<file path="src/design/aams_pkg.sv">
/*
  Package of the asynchronous memory strobe sequencer: field widths,
  timing constants, access request and timing setting carriers.
  Assumes nothing beyond a SystemVerilog compiler.
*/
package aams_pkg;

  // ----------------------------------------
  // Widths
  // ----------------------------------------
  localparam int unsigned CNT_W  = 6;
  localparam int unsigned ADDR_W = 20;
  localparam int unsigned DATA_W = 32;
  localparam int unsigned BE_W   = 4;

  // ----------------------------------------
  // Timing and reset values
  // ----------------------------------------
  localparam logic [CNT_W-1:0]  READY_LEAD = 6'h02;
  localparam logic [CNT_W-1:0]  CNT_ONE    = 6'h01;
  localparam logic [CNT_W-1:0]  CNT_ZERO   = 6'h00;
  localparam logic [ADDR_W-1:0] ADDR_RST   = 20'h00000;
  localparam logic [DATA_W-1:0] DATA_RST   = 32'h00000000;
  localparam logic [BE_W-1:0]   BE_N_RST   = 4'hF;

  // ----------------------------------------
  // Carriers
  // ----------------------------------------
  typedef struct packed {
    logic              write;
    logic [ADDR_W-1:0] addr;
    logic [BE_W-1:0]   byte_en;
    logic [DATA_W-1:0] wdata;
  } aams_req_t;

  typedef struct packed {
    logic [CNT_W-1:0] read_setup_cycles;
    logic [CNT_W-1:0] read_strobe_cycles;
    logic [CNT_W-1:0] read_hold_cycles;
    logic [CNT_W-1:0] write_setup_cycles;
    logic [CNT_W-1:0] write_strobe_cycles;
    logic [CNT_W-1:0] write_hold_cycles;
  } aams_timing_t;

endpackage

</file>
<file path="src/design/aams_sync2.sv">
/*
  Two flip-flop level synchroniser.
  Assumes an asynchronous input and one destination clock.
*/
`timescale 1ns/10ps
`default_nettype none

module aams_sync2 (
  input  wire logic clk,
  input  wire logic sys_rst,
  input  wire logic async_in,
  output var  logic sync_out
);

  logic meta;

  always_ff @(posedge clk or posedge sys_rst) begin
    if (sys_rst) begin
      meta     <= 1'b1;
      sync_out <= 1'b1;
    end else begin
      meta     <= async_in;
      sync_out <= meta;
    end
  end

endmodule

`default_nettype wire

</file>
<file path="src/design/aams_phase_cnt.sv">
/*
  Phase down-counter: loads a value, counts down to zero and holds.
  Assumes the caller loads it at each phase entry.
*/
`timescale 1ns/10ps
`default_nettype none

module aams_phase_cnt
  import aams_pkg::*;
(
  input  wire logic             clk,
  input  wire logic             sys_rst,
  input  wire logic             load,
  input  wire logic [CNT_W-1:0] load_val,
  output var  logic [CNT_W-1:0] count
);

  logic [CNT_W-1:0] next_count;

  always_comb begin
    if (load) begin
      next_count = load_val;
    end else if (count != CNT_ZERO) begin
      next_count = count - CNT_ONE;
    end else begin
      next_count = count;
    end
  end

  always_ff @(posedge clk or posedge sys_rst) begin
    if (sys_rst) begin
      count <= CNT_ZERO;
    end else begin
      count <= next_count;
    end
  end

endmodule

`default_nettype wire

</file>
<file path="src/design/aams_sequencer.sv">
/*
  Asynchronous memory strobe sequencer: runs setup, strobe and hold
  phases for reads and writes to SRAM or EPROM class memories.
  Assumes clk is the first memory output clock, the timing settings
  are stable while an access runs, and the user side holds a request
  until it is taken.
*/
`timescale 1ns/10ps
`default_nettype none

// Summary of operation
// - Ready input passes a two-flop synchroniser
// - Ready sampled only in last two strobe cycles
// - Low ready stretches strobe one cycle each
// - Strobe ends two cycles after ready high
// - Selects valid read-setup cycles before read strobe
// - Selects and data valid write-setup before strobe
// - Selects and data held write-hold after strobe
// - All phases counted in memory clock periods
// - Six timing settings: read/write setup, strobe, hold
// - Selects: chip select, byte enables, address, OE
// - Control pins act as OE, read, write strobes
// - Strobes change only on rising clock edges
module aams_sequencer
  import aams_pkg::*;
(
  input  wire logic              clk,
  input  wire logic              sys_rst,
  input  wire logic              req_valid,
  input  wire aams_req_t         req,
  input  wire aams_timing_t      timing,
  output var  logic              req_ready,
  output var  logic              rd_valid,
  output var  logic [DATA_W-1:0] rd_data,
  input  wire logic              async_ready_in,
  output var  logic              chip_select_n,
  output var  logic [BE_W-1:0]   byte_enable_n,
  output var  logic [ADDR_W-1:0] ext_addr,
  input  wire logic [DATA_W-1:0] ext_data_in,
  output var  logic [DATA_W-1:0] ext_data_out,
  output var  logic              ext_data_oe_n,
  output var  logic              output_enable_n,
  output var  logic              read_strobe_n,
  output var  logic              write_strobe_n
);

  // ----------------------------------------
  // State
  // ----------------------------------------
  typedef enum logic [4:0] {
    ST_IDLE   = 5'b00001,
    ST_SETUP  = 5'b00010,
    ST_STROBE = 5'b00100,
    ST_WAIT   = 5'b01000,
    ST_HOLD   = 5'b10000
  } aams_state_t;

  aams_state_t       state;
  aams_state_t       next_state;
  logic              is_write;
  logic              next_is_write;
  logic              ready_sync;
  logic              cnt_load;
  logic [CNT_W-1:0]  cnt_val;
  logic [CNT_W-1:0]  cnt;
  logic              next_req_ready;
  logic              next_rd_valid;
  logic [DATA_W-1:0] next_rd_data;
  logic              next_chip_select_n;
  logic [BE_W-1:0]   next_byte_enable_n;
  logic [ADDR_W-1:0] next_ext_addr;
  logic [DATA_W-1:0] next_ext_data_out;
  logic              next_ext_data_oe_n;
  logic              next_output_enable_n;
  logic              next_read_strobe_n;
  logic              next_write_strobe_n;
  logic              in_strobe;

  // ----------------------------------------
  // Ready synchroniser and phase counter
  // ----------------------------------------
  aams_sync2 u_ready_sync (
    .clk      (clk),
    .sys_rst  (sys_rst),
    .async_in (async_ready_in),
    .sync_out (ready_sync)
  );

  aams_phase_cnt u_phase_cnt (
    .clk      (clk),
    .sys_rst  (sys_rst),
    .load     (cnt_load),
    .load_val (cnt_val),
    .count    (cnt)
  );

  // Cycles minus one; a zero setting counts as one period
  function automatic logic [CNT_W-1:0] span(input logic [CNT_W-1:0] n);
    span = (n == CNT_ZERO) ? CNT_ZERO : n - CNT_ONE;
  endfunction

  // ----------------------------------------
  // Sequencing
  // ----------------------------------------
  always_comb begin
    next_state    = state;
    next_is_write = is_write;
    cnt_load      = 1'b0;
    cnt_val       = CNT_ZERO;
    next_rd_valid = 1'b0;
    next_rd_data  = rd_data;
    unique case (state)
      ST_IDLE: begin
        if (req_valid && req_ready) begin
          next_is_write = req.write;
          next_state    = ST_SETUP;
          cnt_load      = 1'b1;
          cnt_val       = req.write ? span(timing.write_setup_cycles)
                                    : span(timing.read_setup_cycles);
        end
      end
      ST_SETUP: begin
        if (cnt == CNT_ZERO) begin
          next_state = ST_STROBE;
          cnt_load   = 1'b1;
          cnt_val    = is_write ? span(timing.write_strobe_cycles)
                                : span(timing.read_strobe_cycles);
        end
      end
      ST_STROBE: begin
        if (cnt < READY_LEAD && !ready_sync) begin
          next_state = ST_WAIT;
        end else if (cnt == CNT_ZERO) begin
          next_state = ST_HOLD;
          cnt_load   = 1'b1;
          cnt_val    = is_write ? span(timing.write_hold_cycles)
                                : span(timing.read_hold_cycles);
          if (!is_write) begin
            next_rd_data  = ext_data_in;
            next_rd_valid = 1'b1;
          end
        end
      end
      ST_WAIT: begin
        if (ready_sync) begin
          next_state = ST_STROBE;
          cnt_load   = 1'b1;
          cnt_val    = CNT_ONE;
        end
      end
      ST_HOLD: begin
        if (cnt == CNT_ZERO) begin
          next_state = ST_IDLE;
        end
      end
    endcase
  end

  // ----------------------------------------
  // Pin values, registered from next state
  // ----------------------------------------
  always_comb begin
    in_strobe            = (next_state == ST_STROBE)
                         || (next_state == ST_WAIT);
    next_req_ready       = (next_state == ST_IDLE);
    next_chip_select_n   = 1'b1;
    next_byte_enable_n   = BE_N_RST;
    next_ext_addr        = ext_addr;
    next_ext_data_out    = ext_data_out;
    next_ext_data_oe_n   = 1'b1;
    next_output_enable_n = 1'b1;
    next_read_strobe_n   = 1'b1;
    next_write_strobe_n  = 1'b1;
    if (state == ST_IDLE && req_valid && req_ready) begin
      next_ext_addr     = req.addr;
      next_ext_data_out = req.wdata;
    end
    if (next_state != ST_IDLE) begin
      next_chip_select_n = 1'b0;
      next_byte_enable_n = (state == ST_IDLE) ? ~req.byte_en
                                              : byte_enable_n;
      next_ext_data_oe_n   = ~next_is_write;
      next_output_enable_n = next_is_write;
      next_read_strobe_n   = ~(in_strobe && !next_is_write);
      next_write_strobe_n  = ~(in_strobe && next_is_write);
    end
  end

  always_ff @(posedge clk or posedge sys_rst) begin
    if (sys_rst) begin
      state           <= ST_IDLE;
      is_write        <= 1'b0;
      req_ready       <= 1'b0;
      rd_valid        <= 1'b0;
      rd_data         <= DATA_RST;
      chip_select_n   <= 1'b1;
      byte_enable_n   <= BE_N_RST;
      ext_addr        <= ADDR_RST;
      ext_data_out    <= DATA_RST;
      ext_data_oe_n   <= 1'b1;
      output_enable_n <= 1'b1;
      read_strobe_n   <= 1'b1;
      write_strobe_n  <= 1'b1;
    end else begin
      state           <= next_state;
      is_write        <= next_is_write;
      req_ready       <= next_req_ready;
      rd_valid        <= next_rd_valid;
      rd_data         <= next_rd_data;
      chip_select_n   <= next_chip_select_n;
      byte_enable_n   <= next_byte_enable_n;
      ext_addr        <= next_ext_addr;
      ext_data_out    <= next_ext_data_out;
      ext_data_oe_n   <= next_ext_data_oe_n;
      output_enable_n <= next_output_enable_n;
      read_strobe_n   <= next_read_strobe_n;
      write_strobe_n  <= next_write_strobe_n;
    end
  end

endmodule

`default_nettype wire

</file>
<file path="config.mk">
export PLATFORM = sky130hd
export DESIGN_NAME = aams_sequencer
export DESIGN_NICKNAME = d
export VERILOG_FILES = /design/src/design/aams_pkg.sv /design/src/design/aams_sync2.sv /design/src/design/aams_phase_cnt.sv /design/src/design/aams_sequencer.sv
export SDC_FILE = /design/constraint.sdc
export NUM_CORES = 1
export LEC_CHECK = 0
export BUFFER_PORTS_ARGS = -buffer_cell sky130_fd_sc_hd__buf_2
export CAP_MARGIN = 10
export CELL_PAD_IN_SITES_DETAIL_PLACEMENT = 0
export CELL_PAD_IN_SITES_GLOBAL_PLACEMENT = 1
export CORE_ASPECT_RATIO = 2
export CORE_UTILIZATION = 32
export DETAILED_ROUTE_END_ITERATION = 10
export GPL_TIMING_DRIVEN = 0
export PLACE_DENSITY = 0.74
export SETUP_SLACK_MARGIN = 0.2
export SYNTH_ARGS = -nofsm -noshare
export SYNTH_HDL_FRONTEND = slang
export SYNTH_SLANG_ARGS = --single-unit
</file>
<file path="constraint.sdc">
create_clock -name clk -period 4.3 [get_ports clk]
set_input_delay 1.29 -clock clk [delete_from_list [all_inputs] [get_ports clk]]
set_output_delay 1.29 -clock clk [all_outputs]
set_load 0.005 [all_outputs]
</file>
==> summary.txt, run 1 <==
Global route
  • Antenna violations before repair: 1
  • Overflow after GRT: 0
  • Largest net degree at the start of global routing: 40
  • Total GRT Usage: 0.1849
  • Vias in the first global route: 4867
  • First-pass GRT wire length: 24780 microns

Critical path
  • Critical path's slowest cell: or3_1
  • Reg2reg setup slack: 1.65 ns
  • Worst R2R End: byte_enable_n[3]
  • Req. time, crit path: 4.51 ns
  • CP Max Fanout: 5
  • Setup CP Type: input port to flip-flop
  • Slowest cell delay on critical path: 0.42 ns
  • Critical R2R Launch: u_phase_cnt.count[1]
  • Critical Path Start Type: input port
  • Critical Path Sink Type: flip-flop
  • Worst Setup SP: timing[8]
  • CP Cell Sequence: buf_2 > or3_1 > nor3_1 > mux2i_1 > o32ai_1 > a311oi_1 > a31oi_1
  • Worst R2R Path Depth: 10
  • Worst Setup EP: u_phase_cnt.count[5]
  • Arr. time, crit path: 2.96 ns

Clock network
  • Worst skew pair latency: 0.34 ns
  • Post-CTS Hold Buffers: 0
  • CTS Buffer Depth: 2
  • Clock sinks: 109
  • CTS Buf Count: 9
  • CTS tree: built
  • Root buffer cell: clkbuf_16
  • Worst-path clk slew: ~0.070 ns
  • Resized Gates After CTS: 0
  • Post-CTS setup buffer count: 0
  • H-tree lvl count: 3

Floorplan
  • Vert. Die Dim: 187.3 microns
  • Core box area: 16770 sq um
  • Die footprint: approximately 18000 sq um
  • IO Pins: 224
  • Die width: 94.65 microns
  • Initial Utilization: 0.3277
  • Row count: 67

Pwr
  • Power Density: roughly 320 nW/um^2
  • Leak Pwr: 3.947 nW
  • Worst VDD drop: 0.2198 mV
  • Total power: around 2.3 mW

Routing
  • Total wire length: 15840 microns
  • Uppermost layer routed: met4
  • Metal-1 WL: 5451 microns
  • WL per Instance: 15.59 microns
  • Vias: 4809
  • Wire length on met3: 655 microns
  • Met2 Routed Length: 9192 microns
  • Residual DRC: 0
  • DR iter-0 viols: 104
  • 1st-pass router iterations: 5
  • Vias/cell: 4.733
  • Post-detailed-route count of antenna-violating nets: 0

STA
  • F_max: roughly 360 MHz
  • Setup TNS Final: 0 ns
  • RSZ-0062 raised after global routing: false
  • Min cycle time layout: about 2.8 ns
  • Final setup margin: 1.548 ns
  • Final period utilization: 0.6399
  • Count of final setup violators: 0
  • Least-Margin Pin Slew: 0.8268 ns
  • Relative slew slack: 0.4442
  • Pins Over Slew Limit: 0
  • Final Skew: about 0.005 ns
  • Hold Vio Cnt, Final: 0

Synth
  • Yosys top cell by area: dfrtp_1
  • Mapped Area: 5494 sq um
  • Async S/R FF share, synth: 1.000
  • Synth warn: 0
  • Post-Synth Simple-Gate Area: 0.2145
  • Proportion of synthesized area in mux cells: 0.07880
  • Number of library cell types mapped by synthesis: about 70
  • Avg Synthesized Cell Area: 9.690 sq um
  • Post-Synth XOR/XNOR Area: 0.02870
  • Compound-Gate Fraction of Synth Area: 0.1007
  • Syn nets: between 700 and 800
  • Sequential share of the synthesized area: 0.4992
  • Largest family of logic cells by synthesized area: simple AND/OR/NAND/NOR gates
  • Number of synthesized flops with an enable pin: 0
  • Yosys reg bits: 109
  • Predominant post-synthesis flop cell: dfrtp_1
  • Post-Synth Adder-Cell Area: 0.02961
  • Top cell type's share of synthesized area: 0.4418
  • Cells after Synth: about 570
  • Area contributors post-synth: dfrtp_1 44%, nand2_1 12%, mux2_2 7.0%

Placement
  • DP Wirelength: 12740 microns
  • IO Port Bufs: roughly 220
  • Routability Congestion: approximately 0.8
  • Inst Count DP: 998
  • Pre-CTS setup slack: ~1.2 ns

Layout
  • Nets: 944
  • Final std cells w/o fill: 1016
  • Layout cells sized above 1: 0.3965
  • Area growth syn-to-layout: 31.52%
  • Area of the multi-input gates: 2485 sq um
  • Register area: 2743 sq um
  • Fill cell count: roughly 1700

Run status
  • Outcome: complete, no violations

Flow run
  • Max-cap violations: 0

Hold path
  • Hold WC Path Type: flip-flop to flip-flop
## area by class of cell
class,instances,share of cell area
multi-input cells,407,0.3439
flip-flops and latches,109,0.3796
inverters,24,0.01299
plain buffers,27,0.02442
diodes,2,0.0006926
clock inverters,3,0.005887
clock buffers,13,0.03740
well taps,207,0.03584
repair buffers,224,0.1593
## critical path: cells and delay by family
| kind | cells | cell delay (ns) |
|---|---|---|
| buf+inv | 1 | 0.13 |
| mux | 1 | 0.26 |
| simple gates | 2 | 0.61 |
| compound gates | 3 | 0.66 |
## synthesized netlist by cell type (5+ instances only)
master    number
o22ai_1        5
xnor2_1       12
nand2b_1       5
nor2_1        26
o21ai_0        6
clkbuf_1      15
ha_1          13
inv_1         23
a31oi_1        5
dfstp_2       12
mux2i_1        5
mux2_2        34
nor3_1        15
a21oi_1       11
dfrtp_1       97
a211oi_1       5
xor2_1         6
nand3_1        9
nand2_1      176
## sequential cells by signal (all words and copies together), names as in the netlist
signal                 flops
chip_select_n              1
ext_data_oe_n              1
is_write                   1
write_strobe_n             1
u_phase_cnt.count          6
output_enable_n            1
u_ready_sync.sync_out      1
byte_enable_n              4
state                      5
read_strobe_n              1
ext_data_out              32
rd_data                   32
u_ready_sync.meta          1
req_ready                  1
ext_addr                  20
rd_valid                   1
## how the worst min path moves through the flow
| stage | from | endpoint | slack (ns) | cells after the start |
|---|---|---|---|---|
| final | u_ready_sync.meta | u_ready_sync.sync_out | 0.36 | 0 |
| after global routing | u_ready_sync.meta | u_ready_sync.sync_out | 0.37 | 0 |
| after CTS | u_ready_sync.meta | u_ready_sync.sync_out | 0.36 | 0 |
| after detailed placement | u_ready_sync.meta | u_ready_sync.sync_out | 0.35 | 0 |
| after global placement | u_ready_sync.meta | u_ready_sync.sync_out | 0.35 | 0 |
| after floorplan | u_ready_sync.meta | u_ready_sync.sync_out | 0.35 | 0 |
## kinds of logic (layout without fill, tap and decap cells)
group	after synthesis	after routing
flops	109	109
mux	39	39
buf+inv	51	291
xor+xnor	18	18
fa+ha+maj	13	13
other cells	0	2
simple gates	266	266
compound gates	71	71
## stage by stage
stage	area (sq um)	utilization	hold WS, ns
2_1_floorplan	5498	-	0.3452
3_3_place_gp	6868	0.4096	0.3470
3_5_place_dp	6908	0.4120	0.3502
4_1_cts	7221	0.4307	0.3604
5_1_grt	7223	0.4308	0.3665
6_report	7226	0.4310	0.3583
## metal layers
metal	vias to the layer above	track usage
met1	2264	0.1786
met4	0	0.08683
met5	-	0
met3	28	0.03211
li1	2381	-
met2	136	0.3592
## cells in the final DEF, fill, tap and decap left out, drive strengths merged, types with 6 or more instances in the layout
cell type,Yosys,final
buf,9,233
nand2b,6,6
dfrtp,97,97
o211ai,8,8
nor2,27,27
o21ai,7,7
nand3,9,9
inv,24,23
dfstp,12,12
mux2,34,34
ha,13,13
a21oi,11,11
nor3,15,15
clkbuf,18,31
xnor2,12,12
nand2,179,179
xor2,6,6
## where the power goes
part	leakage [nW]	switching, mW	internal [mW]
clock	0.152	0.363	0.499
combinational	2.34	0.183	0.173
sequential	1.45	0.0381	1.06
No activity file was read; power rests on OpenSTA's default activity.
==> run 2, diff against run 1 <==
Clock period 4.3 ns to 2.5 ns, I/O delays scaled along.
==> summary.txt, run 2 (synthesis results as in run 1) <==
Critical path
  • Arr. time, crit path: 2.74 ns (was 2.96 ns)
  • Critical Path Start Type: flip-flop (was input port)
  • Setup CP Type: flip-flop to flip-flop (was input port to flip-flop)
  • Reg2reg setup slack: 0.03 ns (was 1.65 ns)
  • Req. time, crit path: 2.77 ns (was 4.51 ns)
  • CP Max Fanout: 7 (was 5)
  • Critical Path Sink Type: flip-flop (unchanged)

Global route
  • Total GRT Usage: 0.1945 (was 0.1849)
  • First-pass GRT wire length: 25970 microns (was 24780 microns)
  • Vias in the first global route: 5229 (was 4867)
  • Overflow after GRT: 0 (unchanged)
  • Antenna violations before repair: 2 (was 1)
  • Largest net degree at the start of global routing: 42 (was 40)

STA
  • RSZ-0062 raised after global routing: true (was false)
  • Least-Margin Pin Slew: 0.8554 ns (was 0.8268 ns)
  • Hold Vio Cnt, Final: 0 (unchanged)
  • Pins Over Slew Limit: 0 (unchanged)
  • Final setup margin: 0.02713 ns (was 1.548 ns)
  • Min cycle time layout: 2.473 ns
  • F_max: roughly 400 MHz
  • Relative slew slack: 0.4285 (was 0.4442)
  • Setup TNS Final: 0 ns (unchanged)
  • Final Skew: 0.007399 ns (was 0.005023 ns)
  • Count of final setup violators: 0 (unchanged)
  • Final period utilization: 0.9891

Layout
  • Nets: 966 (was 944)
  • Final std cells w/o fill: 1037 (was 1016)
  • Top flop regs: ext_data_out x32, rd_data x32, ext_addr x20 (unchanged)
  • Layout cells sized above 1: 0.4336 (was 0.3965)
  • Commonest non-fill, non-tap cells in the layout: 223 x buf_2, 176 x nand2_1, 96 x dfrtp_1 (was 222 x buf_2, 176 x nand2_1, 97 x dfrtp_1)
  • Area growth syn-to-layout: 40.81% (was 31.52%)
  • Post-route cell area: 7736 sq um (was 7226 sq um)
  • Commonest non-fill, non-tap cell in the layout: buf_2 (unchanged)
  • Fill cell count: 1711 (was 1737)

Routing
  • Residual DRC: 0 (unchanged)
  • WL per Instance: 16.46 microns (was 15.59 microns)
  • Vias: 5037 (was 4809)
  • DR iter-0 viols: 106 (was 104)
  • Total wire length: 17070 microns (was 15840 microns)
  • Vias/cell: 4.857 (was 4.733)
  • Post-detailed-route count of antenna-violating nets: 0 (unchanged)
  • 1st-pass router iterations: 4 (was 5)

Pwr
  • Sequential share of power: 0.449 (was 0.474)
  • Clk pwr share: 0.368 (was 0.373)
  • Total power: 4.167 mW (was 2.313 mW)
  • Internal power: 3.104 mW (was 1.729 mW)
  • Net Switching: 1.063 mW (was 0.5843 mW)
  • Power Density: 538.6 nW/um^2 (was 320.2 nW/um^2)
  • Leak Pwr: 4.169 nW (was 3.947 nW)
  • Switching Fraction: 0.2550 (was 0.2526)
  • Worst VDD drop: 0.3698 mV (was 0.2198 mV)
  • Comb pwr share: 0.184 (was 0.154)

Clock network
  • Worst-path clk slew: 0.07 ns (about the same)
  • Worst skew pair latency: 0.35 ns (was 0.34 ns)
  • CTS Buf Count: 9 (unchanged)
  • Clock sinks: 109 (unchanged)
  • CTS Buffer Depth: 2 (unchanged)
  • H-tree lvl count: 3 (unchanged)
  • Post-CTS Hold Buffers: 0 (unchanged)
  • Root buffer cell: clkbuf_16 (unchanged)
  • CTS tree: built (unchanged)

Placement
  • Routability Congestion: 0.8090 (was 0.8044)
  • DP Wirelength: 12930 microns (was 12740 microns)
  • Inst Count DP: 998 (unchanged)
  • Placed Area: 6960 sq um (was 6908 sq um)
  • Pre-CTS setup slack: -0.2081 ns (was 1.164 ns)
  • IO Port Bufs: 222 (unchanged)

Floorplan
  • Die footprint: 17730 sq um (unchanged)
  • Die width: 94.65 microns (unchanged)
  • Initial Utilization: 0.3277 (unchanged)
  • Row count: 67 (unchanged)
  • Vert. Die Dim: 187.3 microns (unchanged)
  • Core box area: 16770 sq um (unchanged)
  • IO Pins: 224 (unchanged)

Flow run
  • Max-cap violations: 0 (unchanged)

Hold path
  • Hold WC Path Type: flip-flop to flip-flop (unchanged)

Run status
  • Outcome: complete, no violations (unchanged)
[run 2: worst max-delay path, stage by stage, from the launching register on]
cell	delay [ns]
dfrtp_1	0.42
or3_1	0.40
buf_6	0.15
o211a_4	0.23
a2111oi_4	0.33
o21bai_1	0.11
or4_1	0.52
buf_6	0.17
o211ai_2	0.07
[run 2: power by group through the flow]
| stage | registers (mW) | logic [mW] | clock network (mW) |
|---|---|---|---|
| detailed placement | 1.92 | 0.618 | 0 |
| global placement | 1.92 | 0.604 | 0 |
| global route | 1.87 | 0.849 | 1.65 |
| finish | 1.87 | 0.765 | 1.53 |
| CTS | 1.87 | 0.722 | 1.59 |
| floorplan | 1.90 | 0.410 | 0 |
[run 2: timing repair]
item / in CTS / in global routing
endpoints found under the setup margin: 98 / 98
resized for setup: 29 / 33
cloned: 1 / 2
hold endpoints to repair: 0 / 0
pin swaps: 9 / 10
buffers inserted: 17 / 2
[run 2: cell type report]
cell class                 count  area (sq um)  area share
inverter                      24         93.84     0.01213
clock buffer                  11         242.7     0.03138
sequential                   109          2744      0.3547
antenna                        2         5.005   0.0006469
clock inverter                 4         72.57    0.009381
tap                          207         259.0     0.03348
buffer                        27         236.5     0.03057
multi-input combinational    407          2691      0.3479
timing repair buffer         246          1391      0.1798
[run 2: final timing paths]
kind | startpoint | endpoint | cells after the start
max in group asynchronous | sys_rst | read_strobe_n | 3
max reg2reg | u_phase_cnt.count[3] | byte_enable_n[1] | 8
min reg2reg | u_ready_sync.meta | u_ready_sync.sync_out | 0
min | u_ready_sync.meta | u_ready_sync.sync_out | 0
min in group asynchronous | sys_rst | rd_data[5] | 2
max | u_phase_cnt.count[3] | byte_enable_n[1] | 8
[run 2: through the flow]
| stage | utilization | hold WS, ns |
|---|---|---|
| floorplan | - | 0.3452 |
| global placement | 0.4128 | 0.3467 |
| detailed placement | 0.4151 | 0.3481 |
| CTS | 0.4505 | 0.3583 |
| global route | 0.4614 | 0.3660 |
| finish | 0.4614 | 0.3568 |
[run 2: layer usage]
metal,vias up,part of all wire,global-route usage
li1,2425,-,-
met1,2385,0.35,0.1885
met2,177,0.56,0.3655
met3,50,0.041,0.03049
met4,0,0.052,0.1212
met5,-,0,0
==> run 3, diff against run 2 <==
Settings changed: RECOVER_POWER from default to 50.
==> summary.txt, run 3 (synthesis results as in run 1) <==
Routing
  • DR iter-0 viols: 112 (was 106)
  • Total wire length: 17100 microns (was 17070 microns)
  • Post-detailed-route count of antenna-violating nets: 0 (unchanged)
  • Vias/cell: 4.853 (was 4.857)
  • 1st-pass router iterations: 4 (unchanged)
  • Residual DRC: 0 (unchanged)
  • WL per Instance: 16.49 microns (was 16.46 microns)
  • Vias: 5033 (was 5037)

Layout
  • Nets: 966 (unchanged)
  • Fill cell count: 1711 (unchanged)
  • Core Util, Final: 0.4598 (was 0.4614)
  • Commonest non-fill, non-tap cell in the layout: buf_2 (unchanged)
  • Area growth syn-to-layout: 40.31% (was 40.81%)
  • Layout cells sized above 1: 0.4336 (unchanged)
  • Commonest non-fill, non-tap cells in the layout: 223 x buf_2, 176 x nand2_1, 96 x dfrtp_1 (unchanged)
  • Final std cells w/o fill: 1037 (unchanged)
  • Top flop regs: ext_data_out x32, rd_data x32, ext_addr x20 (unchanged)

Floorplan
  • IO Pins: 224 (unchanged)
  • Initial Utilization: 0.3277 (unchanged)
  • Die footprint: 17730 sq um (unchanged)
  • Die width: 94.65 microns (unchanged)
  • Vert. Die Dim: 187.3 microns (unchanged)
  • Row count: 67 (unchanged)
  • Core box area: 16770 sq um (unchanged)

Critical path
  • Worst R2R Path Depth: 8 (unchanged)
  • Crit path top cell by count: buf_6 (unchanged)
  • CP Cell Sequence: or3_1 > buf_6 > o211a_4 > a2111oi_4 > o21bai_1 > or4_1 > buf_6 > o211ai_2 (unchanged)
  • Slowest cell delay on critical path: 0.52 ns (about the same)
  • Reg2reg setup slack: 0.02 ns (was 0.03 ns)
  • Critical Path Sink Type: flip-flop (unchanged)
  • Critical path's slowest cell: or4_1 (unchanged)
  • Buf/Inv on CP: 2 (unchanged)
  • Critical Path Start Type: flip-flop (unchanged)
  • CP Max Fanout: 7 (unchanged)
  • Setup CP Type: flip-flop to flip-flop (unchanged)
  • Arr. time, crit path: 2.75 ns (was 2.74 ns)
  • Family with the most delay on the worst path: simple AND/OR/NAND/NOR gates (unchanged)
  • CP Depth: 8 (unchanged)
  • Req. time, crit path: 2.77 ns (about the same)

Pwr
  • Worst VDD drop: 0.3698 mV (about the same)
  • Net Switching: 1.064 mW (was 1.063 mW)
  • Clk pwr share: 0.368 (about the same)
  • Leak Pwr: 4.159 nW (was 4.169 nW)
  • Switching Fraction: 0.2556 (was 0.2550)
  • Sequential share of power: 0.449 (about the same)
  • Power Density: 540.1 nW/um^2 (was 538.6 nW/um^2)
  • Internal power: 3.099 mW (was 3.104 mW)
  • Comb pwr share: 0.183 (was 0.184)

Clock network
  • Worst-path clk slew: 0.07 ns (about the same)
  • Clock sinks: 109 (unchanged)
  • CTS Buf Count: 9 (unchanged)
  • Post-CTS Hold Buffers: 0 (unchanged)
  • CTS Buffer Depth: 2 (unchanged)
  • H-tree lvl count: 3 (unchanged)
  • CTS tree: built (unchanged)
  • Worst skew pair latency: 0.35 ns (about the same)
  • Root buffer cell: clkbuf_16 (unchanged)

Global route
  • Overflow after GRT: 0 (unchanged)
  • First-pass GRT wire length: 25970 microns (unchanged)
  • Total GRT Usage: 0.1945 (unchanged)
  • Largest net degree at the start of global routing: 42 (unchanged)
  • Vias in the first global route: 5229 (unchanged)
  • Antenna violations before repair: 2 (unchanged)

Placement
  • DP Wirelength: 12930 microns (unchanged)
  • Inst Count DP: 998 (unchanged)
  • IO Port Bufs: 222 (unchanged)
  • Pre-CTS setup slack: -0.2081 ns (unchanged)
  • Routability Congestion: 0.8090 (unchanged)

STA
  • Hold Vio Cnt, Final: 0 (unchanged)
  • Min cycle time layout: 2.476 ns (was 2.473 ns)
  • Pins Over Slew Limit: 38 (was 0)
  • Least-Margin Pin Slew: 1.604 ns (was 0.8554 ns)
  • Worst hold slack: 0.3568 ns (unchanged)
  • Final period utilization: 0.9903 (was 0.9891)
  • Relative slew slack: -0.07540 (was 0.4285)
  • RSZ-0062 raised after global routing: true (unchanged)
  • Count of final setup violators: 0 (unchanged)
  • F_max: 403.9 MHz (was 404.4 MHz)
  • Final Skew: 0.007603 ns (was 0.007399 ns)
  • Final setup margin: 0.02422 ns (was 0.02713 ns)

Hold path
  • Hold WC Path Type: flip-flop to flip-flop (unchanged)
  • Worst hold stages: 0 (unchanged)

Flow run
  • Max-cap violations: 1 (was 0)

Run status
  • Outcome: complete, but fails checks (was complete, no violations)
  • Failing checks: max-capacitance violations, max-slew violations
run 3: changes by cell type in the layout (fill, tap and decap cells not counted):
| cell | delta |
|---|---|
| buf_12 | -2 |
| clkinvlp_2 | +1 |
| clkinvlp_4 | -1 |
| clkbuf_4 | +2 |
run 3: final cells by class:
class                      instances  area (sq um)  area share
sequential                       109          2744      0.3559
multi-input combinational        407          2691      0.3491
timing repair buffer             246          1366      0.1772
tap                              207         259.0     0.03360
clock buffer                      11         242.7     0.03149
buffer                            27         236.5     0.03068
inverter                          24         91.34     0.01185
clock inverter                     4         72.57    0.009414
antenna                            2         5.005   0.0006492
run 3: power by group through the flow:
stage	clock network (mW)	logic, mW	registers [mW]
2_1_floorplan	0	0.410	1.90
3_3_place_gp	0	0.604	1.92
3_5_place_dp	0	0.618	1.92
4_1_cts	1.59	0.722	1.87
5_1_grt	1.65	0.842	1.87
6_report	1.53	0.761	1.87
run 3: worst paths after layout:
| check | startpoint | endpoint |
|---|---|---|
| setup / recovery | u_phase_cnt.count[3] | byte_enable_n[1] |
| hold / removal | u_ready_sync.meta | u_ready_sync.sync_out |
| setup reg to reg | u_phase_cnt.count[3] | byte_enable_n[1] |
| hold reg to reg | u_ready_sync.meta | u_ready_sync.sync_out |
| max in group asynchronous | sys_rst | read_strobe_n |
| min in group asynchronous | sys_rst | rd_data[4] |
run 3: routing by layer:
metal | routed length (microns) | vias up | GRT usage
met5 | 0 | - | 0
met4 | 875 | 0 | 0.1212
met3 | 676 | 46 | 0.03049
met2 | 9567 | 171 | 0.3655
met1 | 5975 | 2392 | 0.1885
li1 | - | 2424 | -
run 3: stage by stage:
stage / total power [mW] / instance area [sq um] / TNS [ns]
6_report: 4.164 / 7709 / 0
5_1_grt: 4.358 / 7709 / -0.4531
4_1_cts: 4.174 / 7553 / 0
3_5_place_dp: 2.539 / 6960 / -10.28
3_3_place_gp: 2.526 / 6920 / -48.19
2_1_floorplan: 2.307 / 5550 / 0
run 3: worst register-to-register path, delay by kind of cell (launching register included):
family          cells  cell delay [ns]
compound gates      4             0.74
buf+inv             2             0.32
simple gates        2             0.92
flops               1             0.42
run 3: what timing repair did:
action	4_1_cts	5_1_grt
pin swaps	9	10
cloned	1	2
buffers inserted	17	2
resized for setup	29	33
setup endpoints to repair	98	98
